**src/hw/blfc_dummy_never.sv**
```systemverilog
`timescale 1ns/10ps
`default_nettype none
`default_nettype wire

```
**src/hw/blfc_pkg.sv**
```systemverilog
package blfc_pkg;

  // time base: timers count ticks of 0.1 s, fades advance in 128 steps per tick
  localparam int CLK_PERIOD_NS   = 5;
  localparam int TICK_TIME_MS    = 100;
  localparam int TICK_CYCLES     = TICK_TIME_MS * 1000000 / CLK_PERIOD_NS;
  localparam int STEPS_PER_TICK  = 128;
  localparam int STEP_CYCLES_DEF = TICK_CYCLES / STEPS_PER_TICK;
  localparam logic [7:0] FADE_END = 8'h80;

  // register indices; byte address is four times the index
  localparam logic [3:0] IDX_MODE   = 4'h0;
  localparam logic [3:0] IDX_CTRL   = 4'h2;
  localparam logic [3:0] IDX_TIMERS = 4'h3;
  localparam logic [3:0] IDX_FADES  = 4'h4;
  localparam logic [3:0] IDX_FULL   = 4'h5;
  localparam logic [3:0] IDX_DIM    = 4'h6;
  localparam logic [3:0] IDX_VALUE  = 4'hB;

  localparam logic [7:0] RST_MODE   = 8'h00;
  localparam logic [7:0] RST_CTRL   = 8'h00;
  localparam logic [7:0] RST_TIMERS = 8'h00;
  localparam logic [7:0] RST_FADES  = 8'h00;
  localparam logic [6:0] RST_CODE   = 7'h00;

  localparam int MODE_STBY_BIT = 7;
  localparam int MODE_DRV_BIT  = 6;
  localparam int MODE_DIM_BIT  = 5;
  localparam int CTRL_LVL_LSB  = 6;
  localparam int CTRL_CRV_LSB  = 4;
  localparam int CTRL_AUTO_BIT = 3;
  localparam int CTRL_OVP_BIT  = 2;
  localparam int CTRL_BYP_BIT  = 1;
  localparam int CTRL_KEY_BIT  = 0;
  localparam int HI_NIB_LSB    = 4;

  typedef enum logic [1:0] {LVL_DAY = 2'h0, LVL_OFFICE = 2'h1, LVL_DARK = 2'h2} blfc_level_t;
  typedef enum logic [1:0] {CRV_LIN = 2'h0, CRV_SQR = 2'h1, CRV_CUB1 = 2'h2, CRV_CUB2 = 2'h3} blfc_curve_t;

  // off and dim delay in ticks, zero means disabled
  function automatic logic [10:0] blfc_delay_ticks(input logic [3:0] c);
    logic [10:0] k;
    k = {7'h00, c};
    if (c == 4'h0) return 11'h000;
    if (c < 4'h8) return 11'(11'h032 + k * 11'h032);
    return 11'(11'h1F4 + (k - 11'h008) * 11'h064);
  endfunction : blfc_delay_ticks

  // fade duration in ticks, zero means no fade
  function automatic logic [5:0] blfc_fade_ticks(input logic [3:0] c);
    logic [5:0] k;
    k = {2'h0, c};
    if (c < 4'hB) return 6'(k * 6'h03);
    return 6'(6'h23 + (k - 6'h0B) * 6'h05);
  endfunction : blfc_fade_ticks

endpackage : blfc_pkg

```
**src/hw/blfc_fade_if.sv**
```systemverilog
`timescale 1ns/10ps
`default_nettype none
interface blfc_fade_if;
  logic [6:0] target;
  logic [5:0] dur;
  logic [1:0] curve;
  logic       jump;
  logic       step;
  logic [6:0] code;
  logic       busy;
  modport ctrl  (output target, dur, curve, jump, step, input code, busy);
  modport fader (input target, dur, curve, jump, step, output code, busy);
endinterface : blfc_fade_if
`default_nettype wire

```
**src/hw/blfc_fader.sv**
```systemverilog
`timescale 1ns/10ps
`default_nettype none
module blfc_fader
  import blfc_pkg::*;
(
  // clock and reset
  input wire logic clk,
  input wire logic nrst,
  // fade request and present code
  blfc_fade_if.fader fi
);
  typedef enum {FD_IDLE, FD_RUN} blfc_fstate_t;
  blfc_fstate_t state;
  logic [6:0] from_code;
  logic [6:0] to_code;
  logic [7:0] pos;
  logic [5:0] sub;

  wire logic [7:0]  p     = pos;
  wire logic [7:0]  q     = 8'(FADE_END - pos);
  wire logic [15:0] pp    = {8'h00, p} * {8'h00, p};
  wire logic [15:0] ppp   = {8'h00, pp[14:7]} * {8'h00, p};
  wire logic [15:0] qq    = {8'h00, q} * {8'h00, q};
  wire logic [15:0] qqq   = {8'h00, qq[14:7]} * {8'h00, q};
  logic [7:0] frac;
  always_comb begin
    case (blfc_curve_t'(fi.curve))
      CRV_LIN:  frac = p;
      CRV_SQR:  frac = pp[14:7];
      CRV_CUB1: frac = ppp[14:7];
      CRV_CUB2: frac = 8'(FADE_END - qqq[14:7]);
      default:  frac = p;
    endcase
  end
  wire logic [7:0]  delta  = {1'b0, to_code} - {1'b0, from_code};
  wire logic [15:0] prod   = $signed({{8{delta[7]}}, delta}) * $signed({8'h00, frac});
  wire logic [7:0]  sum    = {1'b0, from_code} + prod[14:7];
  wire logic        retarget = fi.target != to_code;
  wire logic        sub_end  = sub == 6'(fi.dur - 6'h01);

  assign fi.code = sum[6:0];
  assign fi.busy = state == FD_RUN;

  always_ff @(posedge clk) begin
    if (!nrst) begin
      state     <= FD_IDLE;
      from_code <= RST_CODE;
      to_code   <= RST_CODE;
      pos       <= FADE_END;
      sub       <= 6'h00;
    end else if (retarget) begin
      // a new target restarts from wherever the present fade has reached, or is taken at once when jump is set
      to_code   <= fi.target;
      from_code <= fi.jump ? fi.target : sum[6:0];
      pos       <= fi.jump ? FADE_END : 8'h00;
      state     <= fi.jump ? FD_IDLE : FD_RUN;
      sub       <= 6'h00;
    end else if (state == FD_RUN && fi.step) begin
      sub <= sub_end ? 6'h00 : 6'(sub + 6'h01);
      if (sub_end) begin
        pos <= 8'(pos + 8'h01);
        if (pos == 8'(FADE_END - 8'h01)) state <= FD_IDLE;
      end
    end
  end

  chk_fade_jump: assert property (@(posedge clk) disable iff (!nrst)
    retarget && fi.jump |=> fi.code == $past(fi.target) && !fi.busy) else $error("bypassed fade did not jump");
  chk_fade_reach: assert property (@(posedge clk) disable iff (!nrst)
    $fell(fi.busy) |-> fi.code == to_code) else $error("fade ended off target");
endmodule : blfc_fader
`default_nettype wire

```
**src/hw/blfc_top.sv**
```systemverilog
// The Avalon-MM slave port is this design's own decision.
`timescale 1ns/10ps
`default_nettype none
module blfc_top
  import blfc_pkg::*;
#(
  parameter int         STEP_CYCLES    = STEP_CYCLES_DEF,
  parameter logic [6:0] OTHER_FULL_CODE = 7'h00,
  parameter logic [6:0] OTHER_DIM_CODE  = 7'h00
) (
  // clock and reset
  input  wire logic        clk,
  input  wire logic        nrst,
  // avalon-mm register slave
  input  wire logic [5:0]  address,
  input  wire logic        read,
  input  wire logic        write,
  input  wire logic [31:0] writedata,
  input  wire logic [3:0]  byteenable,
  output var  logic [31:0] readdata,
  output var  logic        waitrequest,
  // pins from keypad, boost monitor and light comparators
  input  wire logic        key_press,
  input  wire logic        overvoltage,
  input  wire logic        ambient_l2,
  input  wire logic        ambient_l3,
  // backlight sink control
  output var  logic [6:0]  sink_code,
  output var  logic        driver_enable
);
  // register bus
  wire logic [3:0] idx     = address[5:2];
  wire logic       req     = (read || write) && waitrequest;
  wire logic       wr_go   = write && !waitrequest && byteenable[0];
  wire logic [7:0] wbyte   = writedata[7:0];
  wire logic       wr_mode = wr_go && idx == IDX_MODE;
  wire logic       wr_ctrl = wr_go && idx == IDX_CTRL;
  wire logic       wr_tim  = wr_go && idx == IDX_TIMERS;
  wire logic       wr_fade = wr_go && idx == IDX_FADES;
  wire logic       wr_full = wr_go && idx == IDX_FULL;
  wire logic       wr_dim  = wr_go && idx == IDX_DIM;

  logic [7:0] mode_reg;
  logic [7:0] ctrl_reg;
  logic [7:0] timers_reg;
  logic [7:0] fades_reg;
  logic [6:0] full_code;
  logic [6:0] dim_code;

  // pin synchronisers: stage one is read only by stage two
  logic [3:0] sync1;
  logic [3:0] sync2;
  logic       key_prev;
  always_ff @(posedge clk) begin
    if (!nrst) begin
      sync1    <= 4'h0;
      sync2    <= 4'h0;
      key_prev <= 1'b0;
    end else begin
      sync1    <= {ambient_l3, ambient_l2, overvoltage, key_press};
      sync2    <= sync1;
      key_prev <= sync2[0];
    end
  end
  wire logic key_rise = sync2[0] && !key_prev;
  wire logic ovp_seen = sync2[1];

  // fields
  wire logic        standby_n       = mode_reg[MODE_STBY_BIT];
  wire logic        light_driver_on = mode_reg[MODE_DRV_BIT];
  wire logic        dim_enable      = mode_reg[MODE_DIM_BIT];
  wire blfc_level_t brightness_level_select = blfc_level_t'(ctrl_reg[CTRL_LVL_LSB +: 2]);
  wire logic [1:0]  fade_curve_select           = ctrl_reg[CTRL_CRV_LSB +: 2];
  wire logic        auto_level_adjust           = ctrl_reg[CTRL_AUTO_BIT];
  wire logic        overvoltage_rampdown_enable = ctrl_reg[CTRL_OVP_BIT];
  wire logic        fade_bypass                 = ctrl_reg[CTRL_BYP_BIT];
  wire logic        keypress_wake_light         = ctrl_reg[CTRL_KEY_BIT];
  wire logic [3:0]  off_delay_code     = timers_reg[HI_NIB_LSB +: 4];
  wire logic [3:0]  dim_delay_code     = timers_reg[3:0];
  wire logic [3:0]  fade_out_time_code = fades_reg[HI_NIB_LSB +: 4];
  wire logic [3:0]  fade_in_time_code  = fades_reg[3:0];

  // comparator level: dark wins over office
  wire blfc_level_t auto_level = sync2[3] ? LVL_DARK : (sync2[2] ? LVL_OFFICE : LVL_DAY);

  // time base
  logic [31:0] step_cnt;
  logic [6:0]  step_in_tick;
  wire  logic  step = step_cnt == 32'(STEP_CYCLES - 1);
  wire  logic  tick = step && step_in_tick == 7'(STEPS_PER_TICK - 1);
  always_ff @(posedge clk) begin
    if (!nrst) begin
      step_cnt     <= 32'h0000_0000;
      step_in_tick <= 7'h00;
    end else begin
      step_cnt <= step ? 32'h0000_0000 : 32'(step_cnt + 32'h0000_0001);
      if (step) step_in_tick <= 7'(step_in_tick + 7'h01);
    end
  end

  // inactivity timer: restarted by key presses and while the driver is off
  logic [10:0] idle_ticks;
  wire  logic [10:0] off_lim = blfc_delay_ticks(off_delay_code);
  wire  logic [10:0] dim_lim = blfc_delay_ticks(dim_delay_code);
  wire  logic active   = light_driver_on && standby_n;
  wire  logic key_wake = key_rise && keypress_wake_light && standby_n;
  wire  logic idle_rst = !active || key_rise;
  wire  logic off_expire = active && tick && !key_rise && off_lim != 11'h000 && idle_ticks == 11'(off_lim - 11'h001);
  wire  logic dim_expire = active && tick && !key_rise && dim_lim != 11'h000 && idle_ticks == 11'(dim_lim - 11'h001);
  always_ff @(posedge clk) begin
    if (!nrst) idle_ticks <= 11'h000;
    else if (idle_rst) idle_ticks <= 11'h000;
    else if (tick && idle_ticks != 11'h7FF) idle_ticks <= 11'(idle_ticks + 11'h001);
  end

  // dim set by the timer may be undone by a key press; dim set by software stays until software clears it
  logic dim_auto;
  always_ff @(posedge clk) begin
    if (!nrst) dim_auto <= 1'b0;
    else if (dim_expire) dim_auto <= 1'b1;
    else if (wr_mode || key_wake) dim_auto <= 1'b0;
  end

  // mode register: hardware sets win over software writes
  logic [7:0] next_mode;
  always_comb begin
    next_mode = wr_mode ? wbyte : mode_reg;
    if (off_expire) next_mode[MODE_DRV_BIT] = 1'b0;
    if (key_wake) next_mode[MODE_DRV_BIT] = 1'b1;
    if (dim_expire) next_mode[MODE_DIM_BIT] = 1'b1;
    if (key_wake && dim_auto) next_mode[MODE_DIM_BIT] = 1'b0;
    next_mode[4:0] = 5'h00;
  end

  // control register: in auto mode the level bits belong to hardware
  logic [7:0] next_ctrl;
  always_comb begin
    next_ctrl = wr_ctrl ? wbyte : ctrl_reg;
    if (auto_level_adjust) next_ctrl[CTRL_LVL_LSB +: 2] = auto_level;
    if (next_ctrl[CTRL_LVL_LSB +: 2] == 2'h3) next_ctrl[CTRL_LVL_LSB +: 2] = ctrl_reg[CTRL_LVL_LSB +: 2];
  end

  always_ff @(posedge clk) begin
    if (!nrst) begin
      mode_reg   <= RST_MODE;
      ctrl_reg   <= RST_CTRL;
      timers_reg <= RST_TIMERS;
      fades_reg  <= RST_FADES;
      full_code  <= RST_CODE;
      dim_code   <= RST_CODE;
    end else begin
      mode_reg <= next_mode;
      ctrl_reg <= next_ctrl;
      if (wr_tim) timers_reg <= wbyte;
      if (wr_fade) fades_reg <= wbyte;
      if (wr_full) full_code <= wbyte[6:0];
      if (wr_dim) dim_code <= wbyte[6:0];
    end
  end

  // target current
  wire logic ovp_ramp = ovp_seen && overvoltage_rampdown_enable;
  wire logic [6:0] lvl_full = brightness_level_select == LVL_DAY ? full_code : OTHER_FULL_CODE;
  wire logic [6:0] lvl_dim  = brightness_level_select == LVL_DAY ? dim_code : OTHER_DIM_CODE;
  wire logic [6:0] lit_code = dim_enable ? lvl_dim : lvl_full;
  wire logic [6:0] target   = (!active || ovp_ramp) ? 7'h00 : lit_code;

  blfc_fade_if fade_bus ();
  wire logic rising = target > fade_bus.code;
  wire logic [5:0] dur_sel = rising ? blfc_fade_ticks(fade_in_time_code) : blfc_fade_ticks(fade_out_time_code);
  assign fade_bus.target = target;
  assign fade_bus.dur    = dur_sel;
  assign fade_bus.curve  = fade_curve_select;
  assign fade_bus.jump   = fade_bypass || dur_sel == 6'h00;
  assign fade_bus.step   = step;

  blfc_fader u_fader (
    .clk  (clk),
    .nrst (nrst),
    .fi   (fade_bus)
  );

  // read mux; unmapped indices read zero
  logic [7:0] rd_byte;
  always_comb begin
    case (idx)
      IDX_MODE:   rd_byte = mode_reg;
      IDX_CTRL:   rd_byte = ctrl_reg;
      IDX_TIMERS: rd_byte = timers_reg;
      IDX_FADES:  rd_byte = fades_reg;
      IDX_FULL:   rd_byte = {1'b0, full_code};
      IDX_DIM:    rd_byte = {1'b0, dim_code};
      IDX_VALUE:  rd_byte = {1'b0, fade_bus.code};
      default:    rd_byte = 8'h00;
    endcase
  end

  // one wait cycle per access: read data is captured while waitrequest is high, write data once it is low
  always_ff @(posedge clk) begin
    if (!nrst) begin
      waitrequest   <= 1'b1;
      readdata      <= 32'h0000_0000;
      sink_code     <= RST_CODE;
      driver_enable <= 1'b0;
    end else begin
      waitrequest   <= !req;
      if (req && read) readdata <= {24'h00_0000, rd_byte};
      sink_code     <= fade_bus.code;
      driver_enable <= active;
    end
  end

  chk_bus_wait: assert property (@(posedge clk) disable iff (!nrst)
    (read || write) && waitrequest |=> !waitrequest ##1 waitrequest) else $error("bus answer not one cycle");
  chk_level_manual: assert property (@(posedge clk) disable iff (!nrst)
    !auto_level_adjust && !wr_ctrl |=> $stable(brightness_level_select)) else $error("level moved without write");
  chk_level_auto: assert property (@(posedge clk) disable iff (!nrst)
    auto_level_adjust |=> brightness_level_select == $past(auto_level)) else $error("level not taken from comparators");
  chk_key_wake: assert property (@(posedge clk) disable iff (!nrst)
    key_wake |=> light_driver_on ##1 driver_enable) else $error("key press did not wake driver");
  chk_key_ignored: assert property (@(posedge clk) disable iff (!nrst)
    !light_driver_on && !keypress_wake_light && !wr_mode |=> !light_driver_on) else $error("driver woke without cause");
  chk_driver_off: assert property (@(posedge clk) disable iff (!nrst)
    !light_driver_on |=> !driver_enable) else $error("driver enabled while bit clear");
  chk_dim_expire: assert property (@(posedge clk) disable iff (!nrst)
    dim_expire && !key_wake |=> dim_enable) else $error("dim delay did not set dim");
  chk_dim_manual: assert property (@(posedge clk) disable iff (!nrst)
    dim_enable && !wr_mode && !(key_wake && dim_auto) |=> dim_enable) else $error("dim cleared by itself");
  chk_off_expire: assert property (@(posedge clk) disable iff (!nrst)
    off_expire && !key_wake |=> !light_driver_on ##1 !driver_enable) else $error("off delay did not clear driver");
  // the applied code may only fall while an enabled overvoltage lasts
  chk_ovp_ramp: assert property (@(posedge clk) disable iff (!nrst)
    ovp_ramp |=> fade_bus.code <= $past(fade_bus.code)) else $error("current rose during overvoltage");
  chk_code_msb: assert property (@(posedge clk) disable iff (!nrst)
    req && read && (idx == IDX_FULL || idx == IDX_DIM) |=> readdata[7] == 1'b0) else $error("unused bit read one");
  chk_day_full: assert property (@(posedge clk) disable iff (!nrst)
    active && !ovp_ramp && !dim_enable && brightness_level_select == LVL_DAY && fade_bus.jump && !fade_bus.busy
    |=> ##1 sink_code == $past(full_code, 2)) else $error("daylight full code not applied");

  cov_key_wake: cover property (@(posedge clk) disable iff (!nrst) key_wake ##1 light_driver_on);
  cov_dim_expire: cover property (@(posedge clk) disable iff (!nrst) dim_expire);
  cov_off_expire: cover property (@(posedge clk) disable iff (!nrst) off_expire);
  cov_auto_dark: cover property (@(posedge clk) disable iff (!nrst)
    auto_level_adjust && brightness_level_select == LVL_DARK);
  cov_fade_done: cover property (@(posedge clk) disable iff (!nrst) $fell(fade_bus.busy) && sink_code != 7'h00);
endmodule : blfc_top
`default_nettype wire

```
**config.mk**
```make
export PLATFORM = sky130hd
export DESIGN_NAME = blfc_top
export DESIGN_NICKNAME = d
export VERILOG_FILES = /design/src/hw/blfc_dummy_never.sv /design/src/hw/blfc_pkg.sv /design/src/hw/blfc_fade_if.sv /design/src/hw/blfc_fader.sv /design/src/hw/blfc_top.sv
export SDC_FILE = /design/constraint.sdc
export NUM_CORES = 1
export LEC_CHECK = 0
export BUFFER_PORTS_ARGS = -buffer_cell sky130_fd_sc_hd__buf_2
export CAP_MARGIN = 40
export CORE_UTILIZATION = 60
export DETAILED_ROUTE_END_ITERATION = 10
export GPL_ROUTABILITY_DRIVEN = 0
export PLACE_DENSITY = 0.78
export SYNTH_ARGS = -nofsm -noshare
export SYNTH_HDL_FRONTEND = slang
export SYNTH_SLANG_ARGS = --single-unit
```
**constraint.sdc**
```tcl
create_clock -name clk -period 30.7 [get_ports clk]
set_clock_uncertainty 0.1 [all_clocks]
set_input_delay 6.14 -clock clk [delete_from_list [all_inputs] [get_ports clk]]
set_output_delay 6.14 -clock clk [all_outputs]
set_load 0.05 [all_outputs]
```
==> flow_summary.yaml, run 1 <==
status:
  status: "completed"
final_layout:
  final_util_pct: 64.6
  fin_cells: 2878
  top_regs: "step_cnt x32, idle_ticks x11"
  area_growth_pct: 5.66
  nets: 2885
  largest_reg_flops: 32
  drive_gt1_share_pct: 5.30
  top_register: "step_cnt"
die:
  die_h_um: 184
  core.rowCount: 66
  die_area_um2: 34000
  die_w_um: 184
  io-pin-count: 91
  coreArea_um2: 32600
  start_util_pct: 61.1
synthesis:
  synth_seq_cells: 147
  yosys-top-cells-count: "inv_1 (296), nor2_1 (291), ha_1 (248)"
  async_reset_ff_share_pct: 0
  synth_flop_cell: "dfxtp_1"
  synth_most_common_cell: "inv_1"
  synth.distinct_cells: 85
  avgSynthCellArea_um2: 8.24
  synth_area_um2: 19900
  syn_inst: 2419
  synth_warnings: 0
  synth_edf_count: 0
  yosys.area.top_type: "fa_1"
  synth_area_leaders: "fa_1 (17%), ha_1 (16%), dfxtp_1 (15%), xnor2_1 (5.8%), inv_1 (5.6%)"
  yosysSeqAreaShare_pct: 14.8
  synth.top_cell.area_share_pct: 16.7
cts:
  cts_buffer_depth: 2
  h-tree-depth: 4
  clk_root_buffer_cell: "clkbuf_16"
  path_clk_slew_ns: 0.07
  postCtsHoldBufs: 0
  clkLatencyLatePin_ns: 0.43
  cts_tree: "done"
  cts.sinks: 147
  cts_inserted_buffers: 17
  cts_setup_buffers: 0
  post_cts_resized: 0
critical_path:
  worstPathRequired_ns: 30.95
  critPathMaxFanout: 20
  cp.arrival_ns: 21.70
  crit_slowest_cell: "dfxtp_1"
  start_kind: "register"
  max_stage_delay_ns: 0.81
  worstSetupEndpointType: "register"
  critPathKind: "register to register"
grt:
  grt_max_degree: 74
  grt_antenna_before_repair: 4
  overflow: 0
  grt_pass1_vias: 16700
  track_usage_pct: 28.3
  grt_pass1_wl_um: 78600
timing:
  drv_slew: 0
  slew_headroom_pct: 32.9
  finalCritPeriodShare_pct: 69.8
  worst_pin_slew_ns: 1.01
  fin_setup_tns_ns: 0
  fmax_mhz: 46.6
  setup_viol_count_final: 0
  hold_viol_final: 0
  post-route-worst-setup-slack_ns: 9.26
  finalCriticalPeriod_ns: 21.44
  rsz0062_at_grt: "false"
  whs_ns: 0.331
detailed_routing:
  avgViaCountPerCell: 5.77
  ant_nets: 0
  drc_errors: 0
  via_count: 16600
  wl_per_cell_um: 15.9
  wl_um: 45900
  drtIter0Drc: 1244
  first_pass_iters: 6
power_and_ir_drop:
  peakVddDrop_uv: 38.2
  power_density_nw_per_um2: 20.3
  leakagePower_nw: 9.76
placement:
  place_ws_ns: 9.55
  dpl.hpwl_um: 36400
  portBuffers: 37
  post-place-cells: 2843
worst_hold_path:
  hp-class: "register to register"
run:
  drv_cap: 0
-- path summary, 6_finish.rpt --
check                                                from                        end  slack (ns)  cells past startpoint
worst min-delay path                  sync1[3]$_SDFF_PN0_        sync2[3]$_SDFF_PN0_        0.33                      1
worst min register to register        sync1[3]$_SDFF_PN0_        sync2[3]$_SDFF_PN0_        0.33                      1
worst max register to register  u_fader.p[1]$_SDFFE_PN0P_  u_fader.p[6]$_SDFFE_PN0P_        9.26                     69
worst max-delay path            u_fader.p[1]$_SDFFE_PN0P_  u_fader.p[6]$_SDFFE_PN0P_        9.26                     69
-- power breakdown --
group          switching (mW)  internal, mW  leakage [nW]
clock                  0.0872         0.121         0.275
combinational          0.0198       0.00647          8.30
sequential            0.00121         0.192          1.19
-- area by class of cell --
class,count,area [um2]
multi-input cells,1896,15500
fillers,2740,11600
flip-flops and latches,147,2940
inverters,301,1130
well taps,442,553
clock buffers,18,429
repair buffers,58,367
clock inverters,12,151
diodes,4,10.0
-- placed cells by master (no fill, tap or decap), drive strengths merged, types with 53 or more instances in the layout --
| cell type | n |
|---|---|
| ha | 248 |
| nor2 | 291 |
| mux2i | 68 |
| fa | 166 |
| a21oi | 94 |
| buf | 56 |
| inv | 302 |
| and2 | 74 |
| o21ai | 56 |
| xnor2 | 136 |
| dfxtp | 147 |
| nand3 | 53 |
| xor2 | 86 |
| nand2 | 195 |
-- worst max-delay path, delay by kind of cell, from the launching register on --
kind / cells / cell delay (ns)
fa+ha+maj: 19 / 8.03
flops: 1 / 0.81
xor+xnor: 9 / 3.41
simple gates: 13 / 3.16
compound gates: 15 / 4.07
buf+inv: 11 / 1.20
mux: 2 / 0.57
-- logic make-up (layout without fill, tap and decap cells) --
family	count (synthesis)	after routing	synth area share [%]
muxes	80	80	4.30
adders and majority gates	415	415	32.3
buffers and inverters	400	389	8.04
DFF	147	147	14.8
AOI/OAI and AO/OA	334	334	11.2
other	1	29	0.0188
xor gates and xnor gates	223	223	9.98
and+or+nand+nor	819	819	19.4
-- metal layers --
layer	vias up	wire, um	GRT usage [%]
met5	-	0	0
met4	0	1170	9.70
met3	90	2660	3.95
met2	502	22200	48.6
met1	8019	19900	36.4
li1	7992	-	-
-- metrics by stage --
step / cell area (um2) / power [mW]
finish: 21100 / 0.428
global route: 21100 / 0.439
CTS: 21000 / 0.428
detailed placement: 20500 / 0.223
global placement: 20400 / 0.222
floorplan: 20000 / 0.219
Note: power is estimated with default switching activity, not from simulation.
==> run 2: changes to the inputs <==
CORE_UTILIZATION = 58   (was 60)
PLACE_DENSITY = 0.79   (was 0.78)
clock period = 18.3 ns   (was 30.7 ns; I/O delays follow)
==> flow_summary.yaml, run 2 (same netlist as run 1, synthesis figures left out) <==
timing:
  hold_viol_final: 0
  fmax_mhz: 56.2
  drv_slew: 0
  slew_headroom_pct: 41.5
  worst_pin_slew_ns: 0.876
  finalCritPeriodShare_pct: 97.2
  whs_ns: 0.331
  finalCriticalPeriod_ns: 17.80
  setup_viol_count_final: 0
run:
  drv_cap: 0
final_layout:
  drive_gt1_share_pct: 11.7
  top_regs: "step_cnt x32, idle_ticks x11"
  largest_reg_flops: 32
  final_cell_mix: "inv_1 (289), nor2_1 (282), ha_1 (239)"
  final_common_cell: "inv_1"
  final_util_pct: 65.8
  nets: 2963
  top_register: "step_cnt"
  area_growth_pct: 11.3
power_and_ir_drop:
  pwr-share-clk_pct: 49.5
  seq_power_share_pct: 44.4
  p_int_mw: 0.555
  comb_power_share_pct: 6.2
  power_density_nw_per_um2: 33.0
  swShare_pct: 24.1
  leakagePower_nw: 10.2
  peakVddDrop_uv: 101
  p_sw_mw: 0.176
grt:
  track_usage_pct: 26.9
  grt_pass1_vias: 17100
  overflow: 0
  grt_max_degree: 40
  grt_antenna_before_repair: 2
  grt_pass1_wl_um: 79000
detailed_routing:
  ant_nets: 0
  avgViaCountPerCell: 5.74
  drtIter0Drc: 1147
  wl_per_cell_um: 15.9
  via_count: 17000
  first_pass_iters: 5
  wl_um: 47200
  drc_errors: 0
critical_path:
  cp_num_cells: 71
  startpoint: "u_fader.p[0]$_SDFFE_PN0P_"
  r2r_start: "u_fader.p[0]$_SDFFE_PN0P_"
  cp.arrival_ns: 18.06
  critPathBufInv: 8
  critPathMaxFanout: 8
  worst_r2r_endpoint: "u_fader.p[6]$_SDFFE_PN0P_"
  max_stage_delay_ns: 0.58
  r2r_setup_slack_ns: 0.50
  r2r_cells: 71
  critPathKind: "register to register"
  cp-endpoint: "u_fader.p[6]$_SDFFE_PN0P_"
  cpMostUsedCell: "fa_1"
  start_kind: "register"
  crit_slowest_cell: "or4b_4"
  worstPathRequired_ns: 18.56
  cp_top_family: "adder cells"
  worstSetupEndpointType: "register"
cts:
  clk_root_buffer_cell: "clkbuf_16"
  cts_inserted_buffers: 17
  clkLatencyLatePin_ns: 0.44
  postCtsHoldBufs: 0
  h-tree-depth: 4
  cts_tree: "done"
  cts.sinks: 147
  path_clk_slew_ns: 0.06
  cts_buffer_depth: 2
die:
  coreArea_um2: 33700
  start_util_pct: 59.1
  core.rowCount: 67
  die_w_um: 187
  die_h_um: 187
  die_area_um2: 35100
  io-pin-count: 91
status:
  status: "completed"
placement:
  portBuffers: 37
  dpl.hpwl_um: 37000
worst_hold_path:
  hp-class: "register to register"
## run 2: cell count changes in the layout (fill, tap and decap cells not counted), sizes merged
cell / before / now
buf: 56 / 136
clkdlybuf4s15: 1 / 0
clkinv: 6 / 9
inv: 302 / 298
clkbuf: 19 / 20
diode: 4 / 1
bufinv: 2 / 3
## run 2: repair_timing
action / in CTS / in global routing
cloned: 0 / 0
endpoints found under the setup margin: 5 / 15
resized for setup: 12 / 93
pin swaps: 2 / 46
setup buffers: 4 / 20
## run 2: worst register-to-register path: cells and delay by family, from the launching register on
family	cells	cell delay (ns)
adders and majority gates	21	8.16
and+or+nand+nor	17	4.04
AOI/OAI and AO/OA	18	3.14
xor gates and xnor gates	6	1.08
buffers and inverters	8	0.50
muxes	1	0.36
DFF	1	0.34
## run 2: power by group through the flow
stage,registers [mW],clock network (mW),logic (mW)
finish,0.324,0.362,0.0452
global route,0.324,0.378,0.0485
CTS,0.324,0.365,0.0440
detailed placement,0.331,0,0.0438
global placement,0.331,0,0.0424
floorplan,0.331,0,0.0362
## run 2: area by class of cell
class | count | area, um2
flip-flops and latches | 147 | 2950
inverters | 301 | 1130
repair buffers | 136 | 943
clock buffers | 20 | 457
clock inverters | 12 | 154
well taps | 448 | 561
diodes | 1 | 2.50
fillers | 2714 | 11500
multi-input cells | 1896 | 16000
## run 2: how the worst min path moves through the flow
stage	start	endpoint	slack (ns)	depth (start not counted)
after CTS	sync1[1]$_SDFF_PN0_	sync2[1]$_SDFF_PN0_	0.33	1
after detailed placement	sync1[1]$_SDFF_PN0_	sync2[1]$_SDFF_PN0_	0.32	1
after global placement	waitrequest$_SDFF_PN1_	waitrequest$_SDFF_PN1_	0.32	1
after global routing	sync1[1]$_SDFF_PN0_	sync2[1]$_SDFF_PN0_	0.34	1
after floorplan	sync1[0]$_SDFF_PN0_	sync2[0]$_SDFF_PN0_	0.31	1
final	sync1[2]$_SDFF_PN0_	sync2[2]$_SDFF_PN0_	0.33	1
## run 2: metrics by stage
step	area, um2	cells	setup TNS, ns	power (mW)	setup slack [ns]
3_5_place_dp	20900	2904	-0.594	0.375	-0.310
6_report	22200	2961	0	0.731	0.504
4_1_cts	21600	2940	0	0.734	0.00854
3_3_place_gp	20900	2902	0	0.374	0.0975
2_1_floorplan	20000	2443	0	0.367	0.0935
5_1_grt	22200	2961	-0.191	0.751	-0.142
## run 2: routing by layer
layer | vias up | track usage [%] | routed length, um
li1 | 8148 | - | -
met4 | 2 | 8.44 | 1140
met3 | 106 | 2.72 | 2320
met5 | - | 0 | 13
met2 | 520 | 47.7 | 23600
met1 | 8209 | 34.3 | 20100
